===== src/tuner_regs_pkg.sv =====
/*
  package for the tuner status and bias register slice: offsets, fields, resets, encodings.
  assumes a 32-bit apb word per register; offsets 0x11..0x18 are register indexes, byte address is four times.
*/
`default_nettype none
package tuner_regs_pkg;
  localparam int unsigned ADDR_W = 8;
  localparam logic [ADDR_W-1:0] IDX_OSC_STATUS = 8'h11;
  localparam logic [ADDR_W-1:0] IDX_GENERAL_STATUS = 8'h12;
  localparam logic [ADDR_W-1:0] IDX_BIAS_ADJUST = 8'h13;
  localparam logic [ADDR_W-1:0] IDX_FACTORY_TEST = 8'h14;
  localparam logic [ADDR_W-1:0] IDX_CAL_WRITE = 8'h15;
  localparam logic [ADDR_W-1:0] IDX_IRQ_STATUS = 8'h16;
  localparam logic [ADDR_W-1:0] IDX_IRQ_CLEAR = 8'h17;
  localparam logic [ADDR_W-1:0] IDX_IRQ_ENABLE = 8'h18;
  localparam int unsigned IDX_SHIFT = 2;
  localparam logic [7:0] BIAS_RESET = 8'h52;
  localparam logic [7:0] BIAS_MASK = 8'h7F;
  localparam logic [7:0] TEST_RESET = 8'h40;
  localparam logic [7:0] CAL_RESET = 8'h00;
  localparam int unsigned BIAS_GAIN_BIT = 6;
  localparam int unsigned BIAS_AMP_LSB = 4;
  localparam int unsigned BIAS_MIX_LSB = 2;
  localparam int unsigned BIAS_FILT_BIT = 1;
  localparam int unsigned BIAS_IF_BIT = 0;
  localparam logic [1:0] BIAS_NOMINAL = 2'h1;
  localparam logic [1:0] BIAS_LINEAR = 2'h3;
  localparam logic [2:0] WIN_LOW = 3'h0;
  localparam logic [2:0] WIN_HIGH = 3'h7;
  localparam int unsigned IRQ_W = 3;
  localparam int unsigned IRQ_DONE = 0;
  localparam int unsigned IRQ_FAIL = 1;
  localparam int unsigned IRQ_UNLOCK = 2;
  typedef struct packed {
    logic [1:0] chosen_oscillator;
    logic [3:0] chosen_subband;
    logic autoselect_success;
    logic autoselect_idle;
  } osc_status_s;
  typedef struct packed {
    logic [1:0] empty;
    logic factory_flag_a;
    logic factory_flag_b;
    logic factory_flag_c;
    logic [2:0] tune_voltage_window;
  } general_status_s;
  typedef struct packed {
    logic empty;
    logic mixer_gain_nominal;
    logic [1:0] input_amp_bias;
    logic [1:0] mixer_bias;
    logic filter_bias_keep_one;
    logic if_amp_bias_boost;
  } bias_s;
endpackage
`default_nettype wire


===== src/tuner_status_bias_regs.sv =====
/*
  apb register slice of the tuner: oscillator autoselect status, lock window, bias adjust, test and calibration bytes.
  assumes the synthesizer core drives status inputs synchronously to pclk.
*/
// Local design decision: register access over APB.
// Functional notes
// - status bits 7:6 show the oscillator now in use
// - status bits 5:2 show the chosen sub-band
// - bit 1 reads 1 only after a successful automatic selection
// - bit 0 reads 0 while autoselect runs, 1 when idle
// - lock window 000 low, 001-110 locked, 111 high
// - bias bit 6 selects nominal or reduced mixer gain
// - amp and mixer bias fields: 01 nominal, 11 most linear
// - bias bit 0 boosts if amplifier current
`timescale 1ns/1ps
`default_nettype none
module tuner_status_bias_regs (
  input wire logic pclk,
  input wire logic presetn,
  input wire logic psel,
  input wire logic penable,
  input wire logic pwrite,
  input wire logic [9:0] paddr,
  input wire logic [31:0] pwdata,
  input wire logic [3:0] pstrb,
  output logic [31:0] prdata,
  output logic pready,
  output logic pslverr,
  input wire logic autoselect_enable,
  input wire logic autoselect_running,
  input wire logic autoselect_found,
  input wire logic [1:0] auto_oscillator,
  input wire logic [3:0] auto_subband,
  input wire logic [1:0] manual_oscillator,
  input wire logic [3:0] manual_subband,
  input wire logic [2:0] tune_voltage_adc,
  input wire logic [2:0] factory_flags,
  output logic mixer_gain_nominal,
  output logic [1:0] input_amp_bias,
  output logic [1:0] mixer_bias,
  output logic filter_bias_keep_one,
  output logic if_amp_bias_boost,
  output logic [7:0] factory_test_value,
  output logic [7:0] calibration_write_byte,
  output logic irq
);
  typedef enum logic [1:0] {
    ST_IDLE = 2'b01,
    ST_ACCESS = 2'b10
  } bus_state_e;

  function automatic logic [7:0] idx_of(input logic [9:0] a);
    idx_of = a[9:tuner_regs_pkg::IDX_SHIFT];
  endfunction

  function automatic logic hit(input logic [9:0] a, input logic [7:0] idx);
    hit = (idx_of(a) == idx) && (a[1:0] == 2'h0);
  endfunction

  function automatic logic is_mapped(input logic [9:0] a);
    is_mapped = 1'b0;
    if (a[1:0] == 2'h0)
    begin
      case (idx_of(a))
        tuner_regs_pkg::IDX_OSC_STATUS,
        tuner_regs_pkg::IDX_GENERAL_STATUS,
        tuner_regs_pkg::IDX_BIAS_ADJUST,
        tuner_regs_pkg::IDX_FACTORY_TEST,
        tuner_regs_pkg::IDX_CAL_WRITE,
        tuner_regs_pkg::IDX_IRQ_STATUS,
        tuner_regs_pkg::IDX_IRQ_CLEAR,
        tuner_regs_pkg::IDX_IRQ_ENABLE:
          is_mapped = 1'b1;
        default:
          is_mapped = 1'b0;
      endcase
    end
  endfunction

  bus_state_e bus_ff, nxt_bus;
  logic [31:0] prdata_ff, nxt_prdata;
  logic pready_ff, nxt_pready;
  logic pslverr_ff, nxt_pslverr;
  tuner_regs_pkg::bias_s bias_ff, nxt_bias;
  logic [7:0] test_ff, nxt_test;
  logic [7:0] cal_ff, nxt_cal;
  tuner_regs_pkg::osc_status_s osc_ff, nxt_osc;
  tuner_regs_pkg::general_status_s gen_ff, nxt_gen;
  logic [2:0] irq_stat_ff, nxt_irq_stat;
  logic [2:0] irq_en_ff, nxt_irq_en;
  logic irq_ff, nxt_irq;
  logic run_d_ff, nxt_run_d;
  logic lock_d_ff, nxt_lock_d;

  logic wr_go, mapped;
  logic wr_bias, wr_test, wr_cal, wr_en, wr_clr;
  logic [7:0] wbyte;
  logic [7:0] rd_byte;
  logic [2:0] events;
  logic locked;

  // a write lands only at the access edge, and only with lane 0 strobed
  assign wr_go = (bus_ff == ST_ACCESS) && psel && penable && pwrite && pstrb[0];
  assign wbyte = pwdata[7:0];
  assign mapped = is_mapped(paddr);
  assign wr_bias = wr_go && hit(paddr, tuner_regs_pkg::IDX_BIAS_ADJUST);
  assign wr_test = wr_go && hit(paddr, tuner_regs_pkg::IDX_FACTORY_TEST);
  assign wr_cal = wr_go && hit(paddr, tuner_regs_pkg::IDX_CAL_WRITE);
  assign wr_en = wr_go && hit(paddr, tuner_regs_pkg::IDX_IRQ_ENABLE);
  assign wr_clr = wr_go && hit(paddr, tuner_regs_pkg::IDX_IRQ_CLEAR);
  assign locked = (tune_voltage_adc != tuner_regs_pkg::WIN_LOW) && (tune_voltage_adc != tuner_regs_pkg::WIN_HIGH);

  // oscillator status from the core
  always_comb
  begin
    nxt_osc = osc_ff;
    nxt_osc.chosen_oscillator = autoselect_enable ? auto_oscillator : manual_oscillator;
    nxt_osc.chosen_subband = autoselect_enable ? auto_subband : manual_subband;
    nxt_osc.autoselect_success = autoselect_enable && !autoselect_running && autoselect_found;
    nxt_osc.autoselect_idle = !(autoselect_enable && autoselect_running);
  end

  always_ff @(posedge pclk or negedge presetn)
  begin
    if (!presetn)
    begin
      osc_ff <= '0;
    end
    else
    begin
      osc_ff <= nxt_osc;
    end
  end

  // lock window and factory flags from the core
  always_comb
  begin
    nxt_gen = '0;
    nxt_gen.factory_flag_a = factory_flags[2];
    nxt_gen.factory_flag_b = factory_flags[1];
    nxt_gen.factory_flag_c = factory_flags[0];
    nxt_gen.tune_voltage_window = tune_voltage_adc;
  end

  always_ff @(posedge pclk or negedge presetn)
  begin
    if (!presetn)
    begin
      gen_ff <= '0;
    end
    else
    begin
      gen_ff <= nxt_gen;
    end
  end

  // edge history; starts idle so leaving reset raises no finish event
  always_comb
  begin
    nxt_run_d = nxt_osc.autoselect_idle;
    nxt_lock_d = locked;
  end

  always_ff @(posedge pclk or negedge presetn)
  begin
    if (!presetn)
    begin
      run_d_ff <= 1'b1;
      lock_d_ff <= 1'b0;
    end
    else
    begin
      run_d_ff <= nxt_run_d;
      lock_d_ff <= nxt_lock_d;
    end
  end

  // events: selection finished, selection failed, lock lost
  always_comb
  begin
    events = '0;
    events[tuner_regs_pkg::IRQ_DONE] = nxt_osc.autoselect_idle && !run_d_ff;
    events[tuner_regs_pkg::IRQ_FAIL] = nxt_osc.autoselect_idle && !run_d_ff && !nxt_osc.autoselect_success
      && autoselect_enable;
    events[tuner_regs_pkg::IRQ_UNLOCK] = lock_d_ff && !locked;
  end

  // reads see registered status, one cycle behind the core
  always_comb
  begin
    rd_byte = 8'h00;
    case (idx_of(paddr))
      tuner_regs_pkg::IDX_OSC_STATUS:
        rd_byte = osc_ff;
      tuner_regs_pkg::IDX_GENERAL_STATUS:
        rd_byte = gen_ff;
      tuner_regs_pkg::IDX_BIAS_ADJUST:
        rd_byte = bias_ff;
      tuner_regs_pkg::IDX_FACTORY_TEST:
        rd_byte = test_ff;
      tuner_regs_pkg::IDX_CAL_WRITE:
        rd_byte = cal_ff;
      tuner_regs_pkg::IDX_IRQ_STATUS:
        rd_byte = {5'h00, irq_stat_ff};
      tuner_regs_pkg::IDX_IRQ_ENABLE:
        rd_byte = {5'h00, irq_en_ff};
      default:
        rd_byte = 8'h00;
    endcase
    // refused or write accesses return zero
    if (pwrite || !mapped)
      rd_byte = 8'h00;
  end

  // decode at the setup edge so the access needs no wait state
  always_comb
  begin
    nxt_bus = bus_ff;
    nxt_prdata = prdata_ff;
    nxt_pready = 1'b0;
    nxt_pslverr = 1'b0;
    case (bus_ff)
      ST_IDLE:
      begin
        if (psel && !penable)
        begin
          nxt_bus = ST_ACCESS;
          nxt_pready = 1'b1;
          nxt_pslverr = !mapped;
          nxt_prdata = {24'h00_0000, rd_byte};
        end
      end
      ST_ACCESS:
      begin
        nxt_bus = ST_IDLE;
      end
      default:
      begin
        nxt_bus = ST_IDLE;
      end
    endcase
  end

  always_ff @(posedge pclk or negedge presetn)
  begin
    if (!presetn)
    begin
      bus_ff <= ST_IDLE;
      prdata_ff <= 32'h0000_0000;
      pready_ff <= 1'b0;
      pslverr_ff <= 1'b0;
    end
    else
    begin
      bus_ff <= nxt_bus;
      prdata_ff <= nxt_prdata;
      pready_ff <= nxt_pready;
      pslverr_ff <= nxt_pslverr;
    end
  end

  // writable registers
  always_comb
  begin
    nxt_bias = bias_ff;
    nxt_test = test_ff;
    nxt_cal = cal_ff;
    nxt_irq_en = irq_en_ff;
    if (wr_bias)
      nxt_bias = wbyte & tuner_regs_pkg::BIAS_MASK;
    if (wr_test)
      nxt_test = wbyte;
    if (wr_cal)
      nxt_cal = wbyte;
    if (wr_en)
      nxt_irq_en = wbyte[2:0];
    // status indexes have no write path
  end

  always_ff @(posedge pclk or negedge presetn)
  begin
    if (!presetn)
    begin
      bias_ff <= tuner_regs_pkg::BIAS_RESET;
      test_ff <= tuner_regs_pkg::TEST_RESET;
      cal_ff <= tuner_regs_pkg::CAL_RESET;
      irq_en_ff <= 3'h0;
    end
    else
    begin
      bias_ff <= nxt_bias;
      test_ff <= nxt_test;
      cal_ff <= nxt_cal;
      irq_en_ff <= nxt_irq_en;
    end
  end

  // sticky event bits; set wins over a clear in the same cycle
  for (genvar b = 0; b < tuner_regs_pkg::IRQ_W; b++)
  begin : g_irq
    assign nxt_irq_stat[b] = events[b] || (irq_stat_ff[b] && !(wr_clr && wbyte[b]));
  end

  // level taken from next status and enable, so it lands with them
  always_comb
  begin
    nxt_irq = |(nxt_irq_stat & nxt_irq_en);
  end

  always_ff @(posedge pclk or negedge presetn)
  begin
    if (!presetn)
    begin
      irq_stat_ff <= 3'h0;
      irq_ff <= 1'b0;
    end
    else
    begin
      irq_stat_ff <= nxt_irq_stat;
      irq_ff <= nxt_irq;
    end
  end

  assign prdata = prdata_ff;
  assign pready = pready_ff;
  assign pslverr = pslverr_ff;
  assign mixer_gain_nominal = bias_ff.mixer_gain_nominal;
  // bias codes out, unused codes passed untouched
  assign input_amp_bias = bias_ff.input_amp_bias;
  assign mixer_bias = bias_ff.mixer_bias;
  // no forcing; software owns this bit
  assign filter_bias_keep_one = bias_ff.filter_bias_keep_one;
  assign if_amp_bias_boost = bias_ff.if_amp_bias_boost;
  assign factory_test_value = test_ff;
  assign calibration_write_byte = cal_ff;
  assign irq = irq_ff;
endmodule
`default_nettype wire


===== config.mk =====
export PLATFORM = sky130hd
export DESIGN_NAME = tuner_status_bias_regs
export DESIGN_NICKNAME = d
export VERILOG_FILES = /design/src/tuner_regs_pkg.sv /design/src/tuner_status_bias_regs.sv
export SDC_FILE = /design/constraint.sdc
export NUM_CORES = 1
export LEC_CHECK = 0
export BUFFER_PORTS_ARGS = -buffer_cell sky130_fd_sc_hd__buf_2
export CELL_PAD_IN_SITES_DETAIL_PLACEMENT = 0
export CELL_PAD_IN_SITES_GLOBAL_PLACEMENT = 1
export CORE_MARGIN = 3
export CORE_UTILIZATION = 33
export CTS_BUF_LIST = sky130_fd_sc_hd__clkbuf_8
export DETAILED_ROUTE_END_ITERATION = 8
export GPL_TIMING_DRIVEN = 0
export PLACE_DENSITY = 0.74
export SLEW_MARGIN = 20
export SYNTH_ARGS = -nofsm -noshare
export SYNTH_HDL_FRONTEND = slang
export SYNTH_SLANG_ARGS = --single-unit
export TNS_END_PERCENT = 5

===== constraint.sdc =====
create_clock -name pclk -period 2 [get_ports pclk]
set_input_delay 0.1 -clock pclk [delete_from_list [all_inputs] [get_ports pclk]]
set_output_delay 0.1 -clock pclk [all_outputs]
set_load 0.05 [all_outputs]

==> flow_summary.ini <==
[timing]
min_period_ns = 1.95
clock.fmax_mhz = 513
slew_violations = 0
slew_headroom = 0.517
setup_viol_count_final = 0
tightest_slew_ns = 0.718
rsz0062_at_grt = yes
setup_slack_ns = 0.0521
fin_crit_sh = 0.974
hold_viol = 0
skew_ns = 0.00771

[synthesis]
synth-seq-area-share = 0.521
async_reset_ff_frac = 1.00
avgSynthCellArea_um2 = 12.3
synth_top_cell_by_area = dfrtp_1
yosysWarnings = 0
synth_flop_cell = dfrtp_1
synth_area_mm2 = 0.00280
synth_top_area_share = 0.465
synth.area.top_cells = dfrtp_1, mux2_2, buf_4
synth_cell_types = 50
synth_edf_count = 0
ys_seq_elements = 58
synth_cells = 228

[outcome]
status = finished, final reports clean

[route]
drt_iter0_drc = 62
wire_per_inst_um = 14.7
routed_wl_um = 6880
via_count = 2130
dr.pass1.iters = 4
final_antenna_net_count = 0
via_per_inst = 4.55
drc_errors = 0

[worst_hold_path]
min_delay_path_depth = 2
hold_end = input_amp_bias[0]$_DFFE_PN1P_
min_from = pwdata[4]
hold_path_class = in2reg

[final_layout]
antenna_cells = 0
layout_common_cells = buf_2, dfrtp_1, mux2_2, buf_4, conb_1
layout-drive-gt1-share = 0.454
layout.nets = 433
area_growth_pct = 36.4
nFillCells = 743
final_util = 0.479
layout_commonest_cell = buf_2

[placed_design]
dpl.hpwl_um = 5010
routabilityCongestion = 0.766
port_buffers = 74
place_ws_ns = -0.491

[critical_path]
cp_top_family = simple AND/OR/NAND/NOR gates
cp.required_ns = 2.22
worst-path-buf-inv = 1
crit_path_end_kind = flop
crit_chain = nand4b_1, or2_4, or3_1, buf_2, mux2_1
worst-r2r-cell-count = 5
cpMaxStageDelayCell = dfstp_2
crit_path_max_fanout = 7
worst_ep_arrival_time_ns = 2.17
reg2reg_slack_ns = 0.05
slowest_delay_ns = 0.37
r2r-start = bus_ff[0]$_DFFE_PN1P_
startpoint_type = flop
r2r-end = mixer_bias[0]$_DFFE_PN0P_
criticalPathCategory = reg2reg

[cts]
clk_pin_slew_worst_paths_ns = 0.07
cts-buffers-inserted = 9
clk_latency_ns = 0.34
cts_tree = built
cts_root_buf = clkbuf_8
htreeDepth = 3
clock-sinks = 58
clockBufferDepth = 2

[power_and_ir_drop]
p_leak_nw = 1.96
power_density_mw_per_mm2 = 661
ir_worst_vdd_mv = 0.310

[floorplanning]
coreArea_mm2 = 0.00797
die_h_um = 98.1
die-width_um = 98.1
rows = 32
dieArea_mm2 = 0.00962
io_pins = 130
initial_core_util = 0.351

[global_route]
grt_max_degree = 59
groute.usage.overall = 0.150
grt_remaining_overflow = 0
antenna_found_initial = 0
grt_pass1_vias = 2144
grt_pass1_wl_um = 11300

[flow_run]
drv_cap = 0
layout make-up:
class,instances,area (um^2),area share
sequential,58,1460,0.382
clock inverter,6,33.8,0.00885
tap,102,128,0.0334
timing repair buffer,99,613,0.161
buffer,35,231,0.0606
multi-input combinational,153,1200,0.314
inverter,5,18.8,0.00491
clock buffer,10,138,0.0360
stage by stage:
stage | cells | power [W] | TNS, ns | cell area, um^2 | hold slack, ns
6_report | 468 | 0.00253 | 0 | 3820 | 0.0168
5_1_grt | 468 | 0.00264 | -0.247 | 3820 | 0.0193
4_1_cts | 466 | 0.00255 | -0.272 | 3790 | 0.000292
3_5_place_dp | 427 | 0.00157 | -9.96 | 3390 | 0.209
3_3_place_gp | 427 | 0.00157 | -9.27 | 3380 | 0.209
2_1_floorplan | 251 | 0.00147 | 0 | 2890 | -0.196
power by group:
part	internal, W	leakage [nW]	switching [W]
Combinational	0.000145	1.13	0.000230
Clock	0.000471	0.0892	0.000467
Sequential	0.00120	0.737	0.00000913
Total	0.00182	1.96	0.000706
flip-flops by register name, summed over array words and instances, names as in the netlist, 2 cells and up:
name / count
calibration_write_byte: 8
factory_test_value: 8
osc_ff: 8
prdata: 8
gen_ff: 6
irq_en_ff: 3
irq_stat_ff: 3
bus_ff: 2
input_amp_bias: 2
mixer_bias: 2
timing repair:
item / in CTS / in global routing
setup buffers: 2 / 2
hold buffers: 21 / 0
setup endpoints to repair: 26 / 22
pin swaps: 2 / 3
hold endpoints to repair: 69 / 0
resized for setup: 2 / 2
cloned: 0 / 0
kinds of logic after synthesis:
group | count (synthesis) | share of synthesized area
muxes | 44 | 0.177
and+or+nand+nor | 46 | 0.108
other | 1 | 0.00134
buffers and inverters | 40 | 0.0894
DFF | 58 | 0.521
xor gates and xnor gates | 1 | 0.00313
AOI/OAI and AO/OA | 38 | 0.100
worst max path at each step:
stage / start / end / slack (ns) / cells past startpoint
after floorplan: paddr[1] / irq$_DFF_PN0_ / 0.05 / 5
after global placement: paddr[7] / calibration_write_byte[5]$_DFFE_PN0P_ / -0.48 / 6
after detailed placement: paddr[7] / calibration_write_byte[6]$_DFFE_PN0P_ / -0.49 / 6
after CTS: bus_ff[0]$_DFFE_PN1P_ / calibration_write_byte[1]$_DFFE_PN0P_ / -0.03 / 4
after global routing: bus_ff[0]$_DFFE_PN1P_ / factory_test_value[2]$_DFFE_PN0P_ / -0.03 / 5
final: bus_ff[0]$_DFFE_PN1P_ / mixer_bias[0]$_DFFE_PN0P_ / 0.05 / 5
layer usage:
| layer | GRT usage | wire (um) |
|---|---|---|
| met1 | 0.205 | 3220 |
| met2 | 0.224 | 3060 |
| met3 | 0.0429 | 455 |
| met4 | 0.0639 | 140 |
| met5 | 0 | 0 |
synth_stat cells, types with 2 or more instances:
cell type	n
a21oi_1	7
a22o_1	7
a22oi_1	5
a31oi_1	3
a32o_1	2
buf_1	2
buf_2	2
buf_4	24
clkbuf_1	6
dfrtp_1	52
dfstp_2	6
inv_1	5
mux2_1	5
mux2_2	30
mux2_4	2
mux2i_1	7
nand2_1	10
nand3_1	3
nand4b_1	2
nor2_1	7
nor2b_1	3
nor4_1	2
nor4b_1	2
o21ai_0	3
o32ai_1	3
or2_2	2
or3_1	3
No activity file was read; power rests on OpenSTA's default activity.
